<file path="src/rtl/rsw_pkg.sv">
// Purpose: Constants and carriers for the sleep, countdown and watchdog block
// Assumes: Register index = printed offset, byte address = 4 * index
// Notes: All time bases count in 1/4096 s units
package rsw_pkg;
    localparam int unsigned CLK_HZ = 25_000_000;
    localparam logic [7:0] IDX_SLEEP = 8'h17;
    localparam logic [7:0] IDX_CD_CTRL = 8'h18;
    localparam logic [7:0] IDX_CD_VAL = 8'h19;
    localparam logic [7:0] IDX_CD_RLD = 8'h1a;
    localparam logic [7:0] IDX_WD = 8'h1b;
    localparam logic [7:0] IDX_STAT = 8'h1e;
    localparam logic [7:0] RST_SLEEP = 8'h00;
    localparam logic [7:0] RST_CD_CTRL = 8'h23;
    localparam logic [7:0] RST_CD_VAL = 8'h00;
    localparam logic [7:0] RST_CD_RLD = 8'h00;
    localparam logic [7:0] RST_WD = 8'h00;
    // Sleep control fields
    localparam int SL_REQ = 7;
    localparam int SL_RES = 6;
    localparam int SL_BPOL = 5;
    localparam int SL_APOL = 4;
    localparam int SL_SEEN = 3;
    // Countdown control fields
    localparam int CD_RUN = 7;
    localparam int CD_STYLE = 6;
    localparam int CD_RPT = 5;
    localparam int CD_ALM_HI = 4;
    localparam int CD_ALM_LO = 2;
    // Watchdog fields
    localparam int WD_STEER = 7;
    localparam int WD_LIM_HI = 6;
    localparam int WD_LIM_LO = 2;
    // Status fields
    localparam int ST_CD = 0;
    localparam int ST_WD = 1;
    // Time base: one crystal tick is one unit, one RC tick is 32 units
    localparam logic [12:0] STEP_XT = 13'h0001;
    localparam logic [12:0] STEP_RC = 13'h0020;
    localparam int BIT_SLEEP_PER = 5;
    localparam int BIT_64HZ = 6;
    localparam int BIT_16HZ = 8;
    localparam int BIT_4HZ = 10;
    localparam int BIT_1HZ = 12;
    localparam logic [5:0] SEC_LAST = 6'h3b;
    localparam logic [6:0] PW_4096 = 7'h01;
    localparam logic [6:0] PW_128 = 7'h20;
    localparam logic [6:0] PW_64 = 7'h40;
    localparam int unsigned RC_PULSE_NS = 100_000;
    localparam int unsigned RC_PULSE_CYC =
        (RC_PULSE_NS * (CLK_HZ / 1_000_000)) / 1000;
    localparam logic [4:0] WD_RST_CYC = 5'h10;

    typedef enum logic [1:0] {
        WD_IDLE = 2'b00,
        WD_RUN = 2'b01,
        WD_RST = 2'b10
    } rsw_wd_st_t;

    typedef struct packed {
        logic psel;
        logic penable;
        logic pwrite;
        logic [11:0] paddr;
        logic [31:0] pwdata;
    } rsw_apb_req_t;
endpackage

</file>
<file path="src/rtl/rsw_top.sv">
// Purpose: Sleep request, edge polarity, countdown timer and watchdog
// Assumes: base_tick is a one-cycle pulse at 4096 Hz (crystal) or
//          128 Hz (rc_mode high), on pclk
// Notes: APB slave, one wait state per access
// Summary of operation
// - Writing sleep request moves power SM on; clears when SM back in run
// - Sleep request write ignored while stopped or no interrupt enabled
// - Sleep reset option drives reset output low during sleep state
// - Second edge input triggers on rising or falling edge per its polarity
// - First edge input triggers on rising or falling edge per its polarity
// - Sleep-entered flag sets on each entry into sleep
// - Sleep entered after N to N+1 periods of 7.8 ms; zero is immediate
// - Countdown decrements only while enabled, else holds value
// - Level interrupt held until flag clear; pulse ends on width or clear
// - Repeat mode reloads at zero; single mode halts at zero
// - Alarm repeat field picks which time fields must match
// - Hundredths value FF every hundredth, Fx every tenth; RC once a second
// - Countdown clock 4 kHz or 128 Hz, 64 Hz, 1 Hz, 1/60 Hz
// - Pulse width chosen by clock select, style, repeat and oscillator
// - Countdown value resets to zero, writable while stopped
// - Repeat period equals initial value times countdown period
// - Watchdog timeout raises interrupt or reset per steering bit
// - Watchdog cycle count sets timeout; zero disables watchdog
// - Watchdog clock 16 Hz, 4 Hz, 1 Hz or 1/4 Hz
// - Countdown control resets to 0x23
// - Countdown reaching zero with enable sets flag and interrupt
//
// Our own choice: the APB slave port.
`timescale 1ns/1ps
module rsw_top
    import rsw_pkg::*;
(
    input wire logic pclk,
    input wire logic presetn,
    input wire logic clk_en,
    input wire rsw_apb_req_t apb,
    output logic [31:0] prdata,
    output logic pready,
    output logic pslverr,
    input wire logic base_tick,
    input wire logic rc_mode,
    input wire logic stop_in,
    input wire logic any_irq_en,
    input wire logic countdown_irq_enable,
    input wire logic pwr_in_sleep,
    input wire logic pwr_in_run,
    input wire logic event_in_a_pin,
    input wire logic event_in_b_pin,
    input wire logic [7:0] alarm_centisecond_value,
    output logic sleep_wait_state,
    output logic sleep_enter,
    output logic reset_out_n,
    output logic edge_irq_a,
    output logic edge_irq_b,
    output logic interrupt_out_n,
    output logic watchdog_interrupt,
    output logic [6:0] alarm_field_mask,
    output logic [1:0] alarm_centi_mode
);
    typedef struct packed {
        logic [7:0] sleep;
        logic [7:0] cd_ctrl;
        logic [7:0] cd_val;
        logic [7:0] cd_rld;
        logic [7:0] wd;
        logic cd_flag;
        logic wd_flag;
        logic [11:0] units;
        logic [5:0] secs;
        logic [1:0] quarter;
        logic [3:0] slp_cnt;
        logic slp_done;
        logic seen_sleep;
        logic sleep_prev;
        logic a1, a2, a3, b1, b2, b3;
        logic [4:0] wd_cnt;
        rsw_wd_st_t wd_st;
        logic [4:0] wd_rst_cnt;
        logic pulse_on;
        logic pulse_rc;
        logic [6:0] pw_units;
        logic [11:0] rc_cnt;
        logic ready;
        logic err;
        logic [31:0] rdata;
        logic o_wait, o_enter, o_rst_n, o_ea, o_eb, o_irq_n;
        logic [6:0] o_mask;
        logic [1:0] o_cmode;
    } rsw_state_t;

    rsw_state_t s_q, s_d;

    // True when a step from o to n crosses a multiple of 2**k
    function automatic logic crossed(input logic [12:0] o,
        input logic [12:0] n, input int k);
        crossed = (o >> k) != (n >> k);
    endfunction

    function automatic logic [6:0] alarm_mask(input logic [2:0] sel);
        case (sel)
            3'h7: alarm_mask = 7'h01;
            3'h6: alarm_mask = 7'h03;
            3'h5: alarm_mask = 7'h07;
            3'h4: alarm_mask = 7'h0f;
            3'h3: alarm_mask = 7'h1f;
            3'h2: alarm_mask = 7'h2f;
            3'h1: alarm_mask = 7'h6f;
            default: alarm_mask = 7'h00;
        endcase
    endfunction

    logic [12:0] unit_sum;
    logic t_slp, t_64, t_16, t_4, t_sec, t_min, t_qtr;
    logic cd_tick, wd_tick, cd_evt, level_mode, rc_short;
    logic acc, done, hit, wr, rd;
    logic [7:0] idx, wdat;
    logic [6:0] pw, pw_step;

    always_comb begin
        s_d = s_q;
        unit_sum = {1'b0, s_q.units} + (rc_mode ? STEP_RC : STEP_XT);
        t_slp = base_tick && crossed({1'b0, s_q.units}, unit_sum,
            BIT_SLEEP_PER);
        t_64 = base_tick && crossed({1'b0, s_q.units}, unit_sum, BIT_64HZ);
        t_16 = base_tick && crossed({1'b0, s_q.units}, unit_sum, BIT_16HZ);
        t_4 = base_tick && crossed({1'b0, s_q.units}, unit_sum, BIT_4HZ);
        t_sec = base_tick && crossed({1'b0, s_q.units}, unit_sum, BIT_1HZ);
        t_min = t_sec && (s_q.secs == SEC_LAST);
        t_qtr = t_sec && (s_q.quarter == 2'b11);
        if (base_tick) begin
            s_d.units = unit_sum[11:0];
        end
        if (t_sec) begin
            s_d.secs = t_min ? 6'h00 : s_q.secs + 6'h01;
            s_d.quarter = s_q.quarter + 2'b01;
        end

        // Register access; write and read side effects at completion
        idx = apb.paddr[9:2];
        wdat = apb.pwdata[7:0];
        acc = apb.psel && apb.penable;
        done = acc && s_q.ready;
        hit = (apb.paddr[11:10] == 2'b00) && (apb.paddr[1:0] == 2'b00) &&
            (idx inside {IDX_SLEEP, IDX_CD_CTRL, IDX_CD_VAL, IDX_CD_RLD,
            IDX_WD, IDX_STAT});
        wr = done && apb.pwrite && hit;
        rd = done && !apb.pwrite && hit;
        s_d.ready = acc && !s_q.ready;
        s_d.err = 1'b0;
        if (acc && !s_q.ready) begin
            s_d.err = !hit;
            // Refused accesses read zero, even at a mapped index
            case (hit ? idx : 8'h00)
                IDX_SLEEP: s_d.rdata = {24'h0, s_q.sleep};
                IDX_CD_CTRL: s_d.rdata = {24'h0, s_q.cd_ctrl};
                IDX_CD_VAL: s_d.rdata = {24'h0, s_q.cd_val};
                IDX_CD_RLD: s_d.rdata = {24'h0, s_q.cd_rld};
                IDX_WD: s_d.rdata = {24'h0, s_q.wd};
                IDX_STAT: s_d.rdata = {30'h0, s_q.wd_flag, s_q.cd_flag};
                default: s_d.rdata = 32'h0;
            endcase
        end

        // Sleep request and delay
        if (wr && idx == IDX_SLEEP) begin
            s_d.sleep[SL_RES:SL_APOL] = wdat[SL_RES:SL_APOL];
            s_d.sleep[2:0] = wdat[2:0];
            s_d.sleep[SL_REQ] = wdat[SL_REQ] && !stop_in && any_irq_en;
        end
        if (s_q.sleep[SL_REQ] && pwr_in_sleep) begin
            s_d.seen_sleep = 1'b1;
        end
        if (s_q.seen_sleep && pwr_in_run) begin
            s_d.sleep[SL_REQ] = 1'b0;
            s_d.seen_sleep = 1'b0;
        end
        // Read clears the entered flag, but a new entry in the same cycle wins
        if (rd && idx == IDX_SLEEP) begin
            s_d.sleep[SL_SEEN] = 1'b0;
        end
        s_d.sleep_prev = pwr_in_sleep;
        if (pwr_in_sleep && !s_q.sleep_prev) begin
            s_d.sleep[SL_SEEN] = 1'b1;
        end
        // Boundaries of 1/128 s: first comes in 0..1 period, so N+1 of them
        // lie between N and N+1 periods after the request
        if (!s_q.sleep[SL_REQ]) begin
            s_d.slp_cnt = 4'h0;
            s_d.slp_done = 1'b0;
        end else if (s_q.sleep[2:0] == 3'h0) begin
            s_d.slp_done = 1'b1;
        end else if (t_slp && !s_q.slp_done) begin
            s_d.slp_cnt = s_q.slp_cnt + 4'h1;
            s_d.slp_done = (s_q.slp_cnt == {1'b0, s_q.sleep[2:0]});
        end
        s_d.o_wait = s_q.sleep[SL_REQ];
        s_d.o_enter = s_q.sleep[SL_REQ] && s_q.slp_done;

        // Edge inputs
        s_d.a1 = event_in_a_pin;
        s_d.a2 = s_q.a1;
        s_d.a3 = s_q.a2;
        s_d.b1 = event_in_b_pin;
        s_d.b2 = s_q.b1;
        s_d.b3 = s_q.b2;
        s_d.o_ea = s_q.sleep[SL_APOL] ? (s_q.a2 && !s_q.a3) :
            (!s_q.a2 && s_q.a3);
        s_d.o_eb = s_q.sleep[SL_BPOL] ? (s_q.b2 && !s_q.b3) :
            (!s_q.b2 && s_q.b3);

        // Countdown timer
        if (wr && idx == IDX_CD_CTRL) begin
            s_d.cd_ctrl = wdat;
        end
        if (wr && idx == IDX_CD_RLD) begin
            s_d.cd_rld = wdat;
        end
        case (s_q.cd_ctrl[1:0])
            2'b00: cd_tick = base_tick;
            2'b01: cd_tick = t_64;
            2'b10: cd_tick = t_sec;
            default: cd_tick = t_min;
        endcase
        level_mode = s_q.cd_ctrl[CD_STYLE] && !s_q.cd_ctrl[CD_RPT];
        rc_short = s_q.cd_ctrl[CD_STYLE] && s_q.cd_ctrl[CD_RPT];
        cd_evt = 1'b0;
        // Halting the tick is all the gating needed for the held value
        if (s_q.cd_ctrl[CD_RUN] && cd_tick) begin
            if (s_q.cd_val == 8'h01 ||
                (s_q.cd_val == 8'h00 && s_q.cd_ctrl[CD_RPT])) begin
                cd_evt = 1'b1;
                s_d.cd_val = s_q.cd_ctrl[CD_RPT] ? s_q.cd_rld : 8'h00;
            end else if (s_q.cd_val != 8'h00) begin
                s_d.cd_val = s_q.cd_val - 8'h01;
            end
        end
        if (wr && idx == IDX_CD_VAL && !s_q.cd_ctrl[CD_RUN]) begin
            s_d.cd_val = wdat;
        end
        case (s_q.cd_ctrl[1:0])
            2'b00: pw = rc_mode ? PW_128 : PW_4096;
            2'b01: pw = PW_128;
            default: pw = PW_64;
        endcase
        if (rc_short) begin
            pw = PW_4096;
        end
        // Width counts down by one time base step, not by the phase
        pw_step = rc_mode ? STEP_RC[6:0] : STEP_XT[6:0];
        if (wr && idx == IDX_STAT && wdat[ST_CD]) begin
            s_d.cd_flag = 1'b0;
            s_d.pulse_on = 1'b0;
        end
        if (s_q.pulse_on) begin
            if (s_q.pulse_rc) begin
                s_d.rc_cnt = s_q.rc_cnt - 12'h001;
                s_d.pulse_on = s_q.rc_cnt != 12'h001;
            end else if (base_tick) begin
                s_d.pw_units = (s_q.pw_units > pw_step) ?
                    s_q.pw_units - pw_step : 7'h00;
                s_d.pulse_on = s_q.pw_units > pw_step;
            end
        end
        if (cd_evt && countdown_irq_enable) begin
            s_d.cd_flag = 1'b1;
            s_d.pulse_on = !level_mode;
            s_d.pulse_rc = rc_short && rc_mode;
            s_d.pw_units = pw;
            s_d.rc_cnt = RC_PULSE_CYC[11:0];
        end
        s_d.o_irq_n = !(s_q.cd_flag && (level_mode || s_q.pulse_on));

        // Alarm match selection
        s_d.o_mask = alarm_mask(s_q.cd_ctrl[CD_ALM_HI:CD_ALM_LO]);
        s_d.o_cmode = 2'b00;
        if (s_q.cd_ctrl[CD_ALM_HI:CD_ALM_LO] == 3'h7 && !rc_mode) begin
            if (alarm_centisecond_value == 8'hff) begin
                s_d.o_cmode = 2'b10;
            end else if (alarm_centisecond_value[7:4] == 4'hf) begin
                s_d.o_cmode = 2'b01;
            end
        end

        // Watchdog
        case (s_q.wd[1:0])
            2'b00: wd_tick = t_16;
            2'b01: wd_tick = t_4;
            2'b10: wd_tick = t_sec;
            default: wd_tick = t_qtr;
        endcase
        if (wr && idx == IDX_STAT && wdat[ST_WD]) begin
            s_d.wd_flag = 1'b0;
        end
        case (s_q.wd_st)
            WD_IDLE: begin
            end
            WD_RUN: begin
                if (wd_tick) begin
                    s_d.wd_cnt = s_q.wd_cnt - 5'h01;
                    if (s_q.wd_cnt == 5'h01) begin
                        if (s_q.wd[WD_STEER]) begin
                            s_d.wd_st = WD_RST;
                            s_d.wd_rst_cnt = WD_RST_CYC;
                        end else begin
                            s_d.wd_st = WD_IDLE;
                            s_d.wd_flag = 1'b1;
                        end
                    end
                end
            end
            WD_RST: begin
                s_d.wd_rst_cnt = s_q.wd_rst_cnt - 5'h01;
                if (s_q.wd_rst_cnt == 5'h01) begin
                    s_d.wd_st = WD_IDLE;
                end
            end
            default: s_d.wd_st = WD_IDLE;
        endcase
        if (wr && idx == IDX_WD) begin
            s_d.wd = wdat;
            s_d.wd_cnt = wdat[WD_LIM_HI:WD_LIM_LO];
            s_d.wd_st = (wdat[WD_LIM_HI:WD_LIM_LO] == 5'h00) ?
                WD_IDLE : WD_RUN;
        end
        s_d.o_rst_n = !((s_q.sleep[SL_RES] && pwr_in_sleep) ||
            s_q.wd_st == WD_RST);
    end

    always_ff @(posedge pclk or negedge presetn) begin
        if (!presetn) begin
            s_q <= '0;
            s_q.sleep <= RST_SLEEP;
            s_q.cd_ctrl <= RST_CD_CTRL;
            s_q.cd_val <= RST_CD_VAL;
            s_q.cd_rld <= RST_CD_RLD;
            s_q.wd <= RST_WD;
            s_q.wd_st <= WD_IDLE;
            s_q.o_rst_n <= 1'b1;
            s_q.o_irq_n <= 1'b1;
        end else if (clk_en) begin
            s_q <= s_d;
        end
    end

    assign prdata = s_q.rdata;
    assign pready = s_q.ready;
    assign pslverr = s_q.err;
    assign sleep_wait_state = s_q.o_wait;
    assign sleep_enter = s_q.o_enter;
    assign reset_out_n = s_q.o_rst_n;
    assign edge_irq_a = s_q.o_ea;
    assign edge_irq_b = s_q.o_eb;
    assign interrupt_out_n = s_q.o_irq_n;
    assign watchdog_interrupt = s_q.wd_flag;
    assign alarm_field_mask = s_q.o_mask;
    assign alarm_centi_mode = s_q.o_cmode;
endmodule

</file>
<file path="config.mk">
export PLATFORM = sky130hd
export DESIGN_NAME = rsw_top
export DESIGN_NICKNAME = d
export VERILOG_FILES = /design/src/rtl/rsw_pkg.sv /design/src/rtl/rsw_top.sv
export SDC_FILE = /design/constraint.sdc
export NUM_CORES = 1
export LEC_CHECK = 0
export ABC_AREA = 1
export BUFFER_PORTS_ARGS = -buffer_cell sky130_fd_sc_hd__buf_2
export CORE_ASPECT_RATIO = 0.5
export CORE_MARGIN = 2
export CORE_UTILIZATION = 40
export CTS_CLUSTER_SIZE = 20
export DETAILED_ROUTE_END_ITERATION = 8
export PLACE_DENSITY_LB_ADDON = 0.3
export SLEW_MARGIN = 20
export SYNTH_ARGS = -nofsm -noshare
export SYNTH_HDL_FRONTEND = slang
export SYNTH_SLANG_ARGS = --single-unit
</file>
<file path="constraint.sdc">
create_clock -name pclk -period 3.47 [get_ports pclk]
set_input_delay 1.041 -clock pclk [delete_from_list [all_inputs] [get_ports pclk]]
set_output_delay 1.041 -clock pclk [all_outputs]
set_load 0.02 [all_outputs]
</file>
==> key figures, run 1 <==
Pwr
  • LEAKAGE: 4.56 nW
  • Comb pwr share: 13.8%
  • Sequential group share of total power: 41.2%
  • Internal power: 3.02 mW
  • Peak supply drop: 276 uV
  • P_sw: 1.25 mW
  • Sw Ratio: 29.3%
  • PD cells: 485 nW/um2
  • Clock power frac: 45.0%

Cells and area
  • Layout area overhead: 13.9%
  • Commonest non-fill, non-tap cell in the layout: nand2_1
  • Layout cell share with drive strength beyond 1: 14.3%
  • Final instance area: 8820 um2
  • ANT cells: 0
  • Commonest non-fill, non-tap cells in the layout: 329 x nand2_1, 128 x dfrtp_1, 99 x inv_1, 85 x nor2_1, 79 x o21ai_0
  • Filler instances: 1855
  • Core Util, Final: 47.2%
  • Nets: 1167

Timing
  • Final slew viol count: 0
  • Max-slew headroom: 51.7%
  • Final Critical Period: 2.86 ns
  • Final setup viols: 0
  • RSZ-0062 raised after global routing: no
  • Fin Clk Skew: 0.00834 ns
  • Fmax achieved: 0.350 GHz
  • Period utilisation layout: 82.3%
  • Setup_tns: 0 ns
  • Worst Tran Pin Value: 0.724 ns
  • Final Hold Fails: 0
  • PnR worst setup slack: 0.614 ns

Logic synthesis
  • Yosys reg bits: 133
  • Count of different cell masters after synthesis: 48
  • Compound-gate portion of the synthesized area: 9.97%
  • Mapped Area: 7740 um2
  • Post-synth ARST share: 100%
  • Combinational family with the most area after synthesis: simple AND/OR/NAND/NOR gates
  • Mux cell area share after synthesis: 0.259%
  • Synth Area in XOR/XNOR: 4.41%
  • Syn Inst Count: 1016
  • EDFF count, synth: 0
  • Synth Warn #: 0
  • Syn Area/Cell: 7.62 um2
  • Post-Synth Adder-Cell Area: 2.75%
  • Sequential element share of the synthesized area: 43.1%
  • Simple-Gate Fraction of Synth Area: 29.3%
  • Primary FF master, synth: dfrtp_1

Critical path
  • Worst Setup End Kind: register
  • Cell depth of the worst flop-to-flop path: 14
  • Worst EP arrival: 3.22 ns
  • Kind of critical path: in2reg
  • Critical-path top delay cell: a21oi_2
  • Cell mode on critical path: nand2_1
  • Crit start category: input port
  • R2r setup slk: 1.06 ns
  • Max Fanout on Critical Path: 9
  • Slowest stage delay, CP: 0.22 ns
  • CP required: 3.83 ns
  • Crit path cell chain: buf_2 -> inv_1 -> ha_1 -> ha_1 -> nand2_1 -> nor2_1 -> nand2_1 -> nand2_1 -> nand4_1 -> a21oi_2 -> nand2_1 -> nor2_4 -> nand2_4 -> nand2_2 -> o21ai_0 -> nand2_1

Clock tree
  • Number of setup buffers added after CTS: 0
  • CTS tree: built
  • H-tree depth: 4
  • TritonCTS Buffers: 17
  • Hold Buf Count CTS: 0
  • Clock net sink count: 133
  • Cts repair resizes: 0
  • Clock Path Buffers: 2
  • Skew-Pair Late Insertion Delay: 0.42 ns
  • Reg clk slew, reported paths: 0.07 ns
  • Root buffer selected by CTS: clkbuf_16

Placed design
  • Port bufs: 68
  • Final GP Congestion: 0.921
  • DPL Wire Length: 14400 um
  • Dpl cell area: 8200 um2
  • Pre-CTS setup slack: 0.187 ns

Route
  • # DRC: 0
  • Vias: 6697
  • Total Wirelength: 19300 um
  • Routed WL per cell: 14.2 um
  • DRT antenna net count: 0
  • DR vias/cell: 4.94
  • Starting DRC count in detailed routing: 446
  • Detailed Routing Iterations Pass 1: 5

Floorplanning
  • Core area: 18700 um2
  • Num rows: 35
  • Die width: 201 um
  • Die area: 20500 um2
  • IO Pins: 117
  • Starting Density: 41.4%
  • Die Y: 102 um

Global route
  • Initial antenna violation count: 0
  • Vias in the first global route: 6356
  • All-Layer GR Usage: 19.7%
  • First-pass GRT wire length: 31800 um
  • Grt ovf: 0
  • Largest net degree at the start of global routing: 64

Min path
  • Hold WC Path Type: reg2reg
  • Worst Hold Depth: 1

Run
  • Max-cap violations: 0

Outcome
  • Status: complete, no violations
-- layout make-up --
class / count / area [um2] / share of cell area (%)
Timing Repair Buffer: 81 / 444 / 5.04
Multi-Input combinational cell: 746 / 3710 / 42.0
Inverter: 104 / 393 / 4.45
Sequential cell: 133 / 3330 / 37.8
Tap cell: 259 / 324 / 3.67
Clock inverter: 15 / 193 / 2.18
Clock buffer: 17 / 425 / 4.82
-- worst max-delay path, delay by kind of cell --
family | cells | cell delay [ns]
buf+inv | 2 | 0.29
simple gates | 10 | 1.16
compound gates | 2 | 0.34
fa+ha+maj | 2 | 0.40
-- flip-flops by register name, summed over array words and instances, names as in the netlist --
name / flops
s_q: 102
prdata: 8
alarm_field_mask: 7
s_d: 5
alarm_centi_mode: 2
edge_irq_a: 1
edge_irq_b: 1
interrupt_out_n: 1
pready: 1
pslverr: 1
reset_out_n: 1
sleep_enter: 1
sleep_wait_state: 1
watchdog_interrupt: 1
-- routing by layer --
metal,global-route usage (%),routed length (um),up-vias
li1,-,-,3334
met1,26.4,9320,3186
met2,32.9,8740,161
met3,4.11,982,16
met4,5.47,226,0
met5,0,0,-
-- path summary, 6_finish.rpt --
kind / from / to
max: rc_mode / s_q[51]
min: s_q[88] / s_q[152]
max reg2reg: s_q[133] / s_q[51]
min reg2reg: s_q[88] / s_q[152]
max in group asynchronous: presetn / reset_out_n
min in group asynchronous: presetn / s_q[72]
-- cells by family (layout without fill, tap and decap cells) --
family                   count (synthesis)  after routing
multiplexers                             2              2
adder cells (fa/ha/maj)                 17             17
XOR/XNOR                                39             39
flip-flops                             133            133
AND/OR/NAND/NOR                        529            529
buffers and inverters                  160            217
AO/OA/AOI/OAI                          135            135
other                                    1             24
-- through the flow --
| stage | hold WS [ns] | power [mW] | instances |
|---|---|---|---|
| final | 0.447 | 4.28 | 1355 |
| after global routing | 0.456 | 4.48 | 1355 |
| after CTS | 0.447 | 4.30 | 1355 |
| after detailed placement | 0.446 | 2.38 | 1323 |
| after global placement | 0.448 | 2.36 | 1323 |
| after floorplan | 0.415 | 2.22 | 1039 |
-- power groups by stage --
stage	registers (mW)	clock network [mW]	logic, mW
after floorplan	1.78	0	0.441
after global placement	1.79	0	0.576
after detailed placement	1.79	0	0.588
after CTS	1.76	1.94	0.592
after global routing	1.78	2.02	0.676
final	1.76	1.92	0.589
-- cells in the mapped netlist, types with 4 or more instances --
| master | n | area, um2 |
|---|---|---|
| a21oi_1 | 19 | 95.1 |
| buf_2 | 4 | 20.0 |
| buf_4 | 41 | 308 |
| clkbuf_1 | 9 | 33.8 |
| dfrtp_1 | 128 | 3200 |
| dfstp_2 | 5 | 131 |
| ha_1 | 17 | 213 |
| inv_1 | 99 | 372 |
| nand2_1 | 329 | 1230 |
| nand2_2 | 5 | 31.3 |
| nand3_1 | 59 | 295 |
| nand3b_1 | 4 | 30.0 |
| nand4_1 | 11 | 68.8 |
| nor2_1 | 85 | 319 |
| nor2_4 | 7 | 78.8 |
| nor3_1 | 13 | 65.1 |
| o211ai_1 | 7 | 52.6 |
| o21ai_0 | 79 | 395 |
| o21ai_2 | 8 | 70.1 |
| o22ai_1 | 7 | 43.8 |
| xnor2_1 | 12 | 105 |
| xor2_1 | 27 | 236 |
Note: power is estimated with default switching activity, not from simulation.
==> run 2: changes to the inputs <==
- clock period: 3.47 -> 2.4 ns (I/O delays scaled with it)
==> key figures, run 2 (synthesis results as in run 1) <==
Route
  • # DRC: 0 (unchanged)
  • Detailed Routing Iterations Pass 1: 5 (unchanged)
  • DRT antenna net count: 0 (unchanged)
  • Vias: 6895 (+3.0%)
  • DR vias/cell: 4.94 (about the same)
  • Starting DRC count in detailed routing: 509 (+14%)
  • Routed WL per cell: 14.2 um (about the same)
  • Total Wirelength: 19900 um (+3.1%)

Critical path
  • Kind of critical path: in2reg
  • Critical-path top delay cell: a21oi_4
  • Crit path cell chain: buf_6 -> inv_4 -> ha_4 -> ha_4 -> nand2_1 -> nor2_1 -> nand2_1 -> nand2_2 -> nand4_1 -> a21oi_4 -> buf_6 -> nand3_4 -> nor2_4 -> nor2_4 -> nand2_1 -> nand2_1
  • Cell family with most CP delay: simple AND/OR/NAND/NOR gates
  • CP required: 2.70 ns (-1.13 ns)
  • Cell mode on critical path: nand2_1
  • Crit start category: input port
  • Worst Setup End Kind: register
  • Worst EP arrival: 2.55 ns (-0.67 ns)
  • Critical path buffer and inverter count: 3 (+1)
  • Max Fanout on Critical Path: 8 (-1)
  • Slowest stage delay, CP: 0.25 ns (+0.03 ns)

Cells and area
  • Layout area overhead: 19.4%
  • Top reg by flops: s_q
  • Filler instances: 1804 (-2.7%)
  • ANT cells: 0 (unchanged)
  • Commonest non-fill, non-tap cells in the layout: 325 x nand2_1, 128 x dfrtp_1, 98 x inv_1, 83 x nor2_1, 79 x o21ai_0
  • Nets: 1208 (+3.5%)
  • Layout cell share with drive strength beyond 1: 18.5% (+4.1 points)
  • Fin cells: 1396 (+3.0%)
  • Number of flip-flops in the largest register: 102 (unchanged)
  • Commonest non-fill, non-tap cell in the layout: nand2_1
  • Final instance area: 9240 um2 (+4.8%)

Timing
  • Period utilisation layout: 93.7%
  • Fmax achieved: 0.445 GHz
  • Fin Clk Skew: 0.0146 ns (+0.00623 ns)
  • Final Hold Fails: 0 (unchanged)
  • Final slew viol count: 0 (unchanged)
  • Final Critical Period: 2.25 ns
  • Final setup viols: 0 (unchanged)

Clock tree
  • CTS tree: built
  • Skew-Pair Late Insertion Delay: 0.43 ns (about the same)
  • Clock Path Buffers: 2 (unchanged)
  • TritonCTS Buffers: 17 (unchanged)
  • Hold Buf Count CTS: 0 (unchanged)
  • Clock net sink count: 133 (unchanged)
  • H-tree depth: 4 (unchanged)
  • Reg clk slew, reported paths: 0.06 ns (about the same)
  • Root buffer selected by CTS: clkbuf_16

Global route
  • Initial antenna violation count: 0 (unchanged)
  • First-pass GRT wire length: 32700 um (+2.6%)
  • Vias in the first global route: 6609 (+4.0%)
  • Largest net degree at the start of global routing: 46 (-28%)
  • All-Layer GR Usage: 20.1% (+0.36 points)
  • Grt ovf: 0 (unchanged)

Min path
  • Hold WC Path Type: in2async

Floorplanning
  • Die Y: 102 um (unchanged)
  • Core area: 18700 um2 (unchanged)
  • Num rows: 35 (unchanged)
  • IO Pins: 117 (unchanged)
  • Die width: 201 um (unchanged)
  • Starting Density: 41.4% (unchanged)
  • Die area: 20500 um2 (unchanged)

Outcome
  • Status: complete, no violations

Placed design
  • DPL Wire Length: 14900 um (+3.4%)
  • Placed cells: 1357 (+2.6%)
  • Dpl cell area: 8490 um2 (+3.4%)
  • Port bufs: 68 (unchanged)
  • Final GP Congestion: 0.877 (-4.8%)

Pwr
  • LEAKAGE: 4.77 nW (+4.6%)
  • PD cells: 675 nW/um2 (+39%)
  • Peak supply drop: 427 uV (+55%)

Run
  • Max-cap violations: 0 (unchanged)
==> run 2: cell count changes in the layout (fill, tap and decap cells not counted), moves of 3 or more <==
cell and delta:
nand2_2 +3, ha_1 -3, ha_4 +3, nand2_1 -4
buf_4 +38
==> run 2: timing repair <==
item / 4_1_cts / 5_1_grt
setup buffers: 0 / 7
gates resized for setup: 0 / 22
hold endpoints to repair: 0 / 0
endpoints found under the setup margin: 0 / 38
==> run 2: routing by layer <==
metal	global-route usage (%)	wire length (um)	up-vias
met2	32.6	9040	188
met4	7.07	330	0
met5	0	0	-
met3	3.73	1060	28
met1	27.2	9450	3262
li1	-	-	3417
==> run 2: path summary, 6_finish.rpt <==
path,from,to,depth (start not counted),slack (ns)
worst max-delay path,rc_mode,s_q[57],16,0.15
worst min-delay path,presetn,s_q[80],1,0.22
worst max register to register,s_q[108],s_q[57],13,0.18
worst min register to register,s_q[113],s_q[113],1,0.47
max in group asynchronous,presetn,s_q[141],2,1.56
min in group pclk,s_q[113],s_q[113],1,0.47
==> run 2: cell type report <==
| type | instances | area, um2 | area share, % |
|---|---|---|---|
| well taps | 259 | 324 | 3.51 |
| clock inverters | 14 | 163 | 1.76 |
| flip-flops and latches | 133 | 3330 | 36.1 |
| multi-input cells | 746 | 3800 | 41.1 |
| clock buffers | 18 | 439 | 4.75 |
| repair buffers | 122 | 787 | 8.51 |
| inverters | 104 | 395 | 4.28 |
==> run 2: worst register-to-register path, cell delays in order (launching register included) <==
cell and delay, ns:
dfrtp_1 0.41, ha_4 0.29, nand2_2 0.06, nor2_1 0.09, nand2_1 0.07, nand2_2 0.10
nand4_1 0.18, a21oi_4 0.25, buf_6 0.12, nand3_4 0.11, nor2_4 0.21, nor2_4 0.09
nand2_1 0.06, nand2_1 0.05
==> run 2: per-stage QoR <==
step / power (mW) / setup TNS (ns) / util [%] / hold WS (ns) / worst slack, ns
global route: 6.53 / -0.0360 / 49.4 / 0.240 / -0.0178
CTS: 6.24 / 0 / 48.6 / 0.233 / 0.0318
detailed placement: 3.53 / -13.54 / 45.4 / 0.458 / -0.406
floorplan: 3.20 / 0 / - / 0.415 / 0.0335
finish: 6.24 / 0 / 49.4 / 0.217 / 0.152
global placement: 3.50 / -12.60 / 45.4 / 0.453 / -0.374
==> run 2: where the power goes <==
part | total, mW | switching [mW] | internal (mW)
clock network | 2.70 | 1.11 | 1.59
registers | 2.56 | 0.155 | 2.41
logic | 0.977 | 0.599 | 0.379
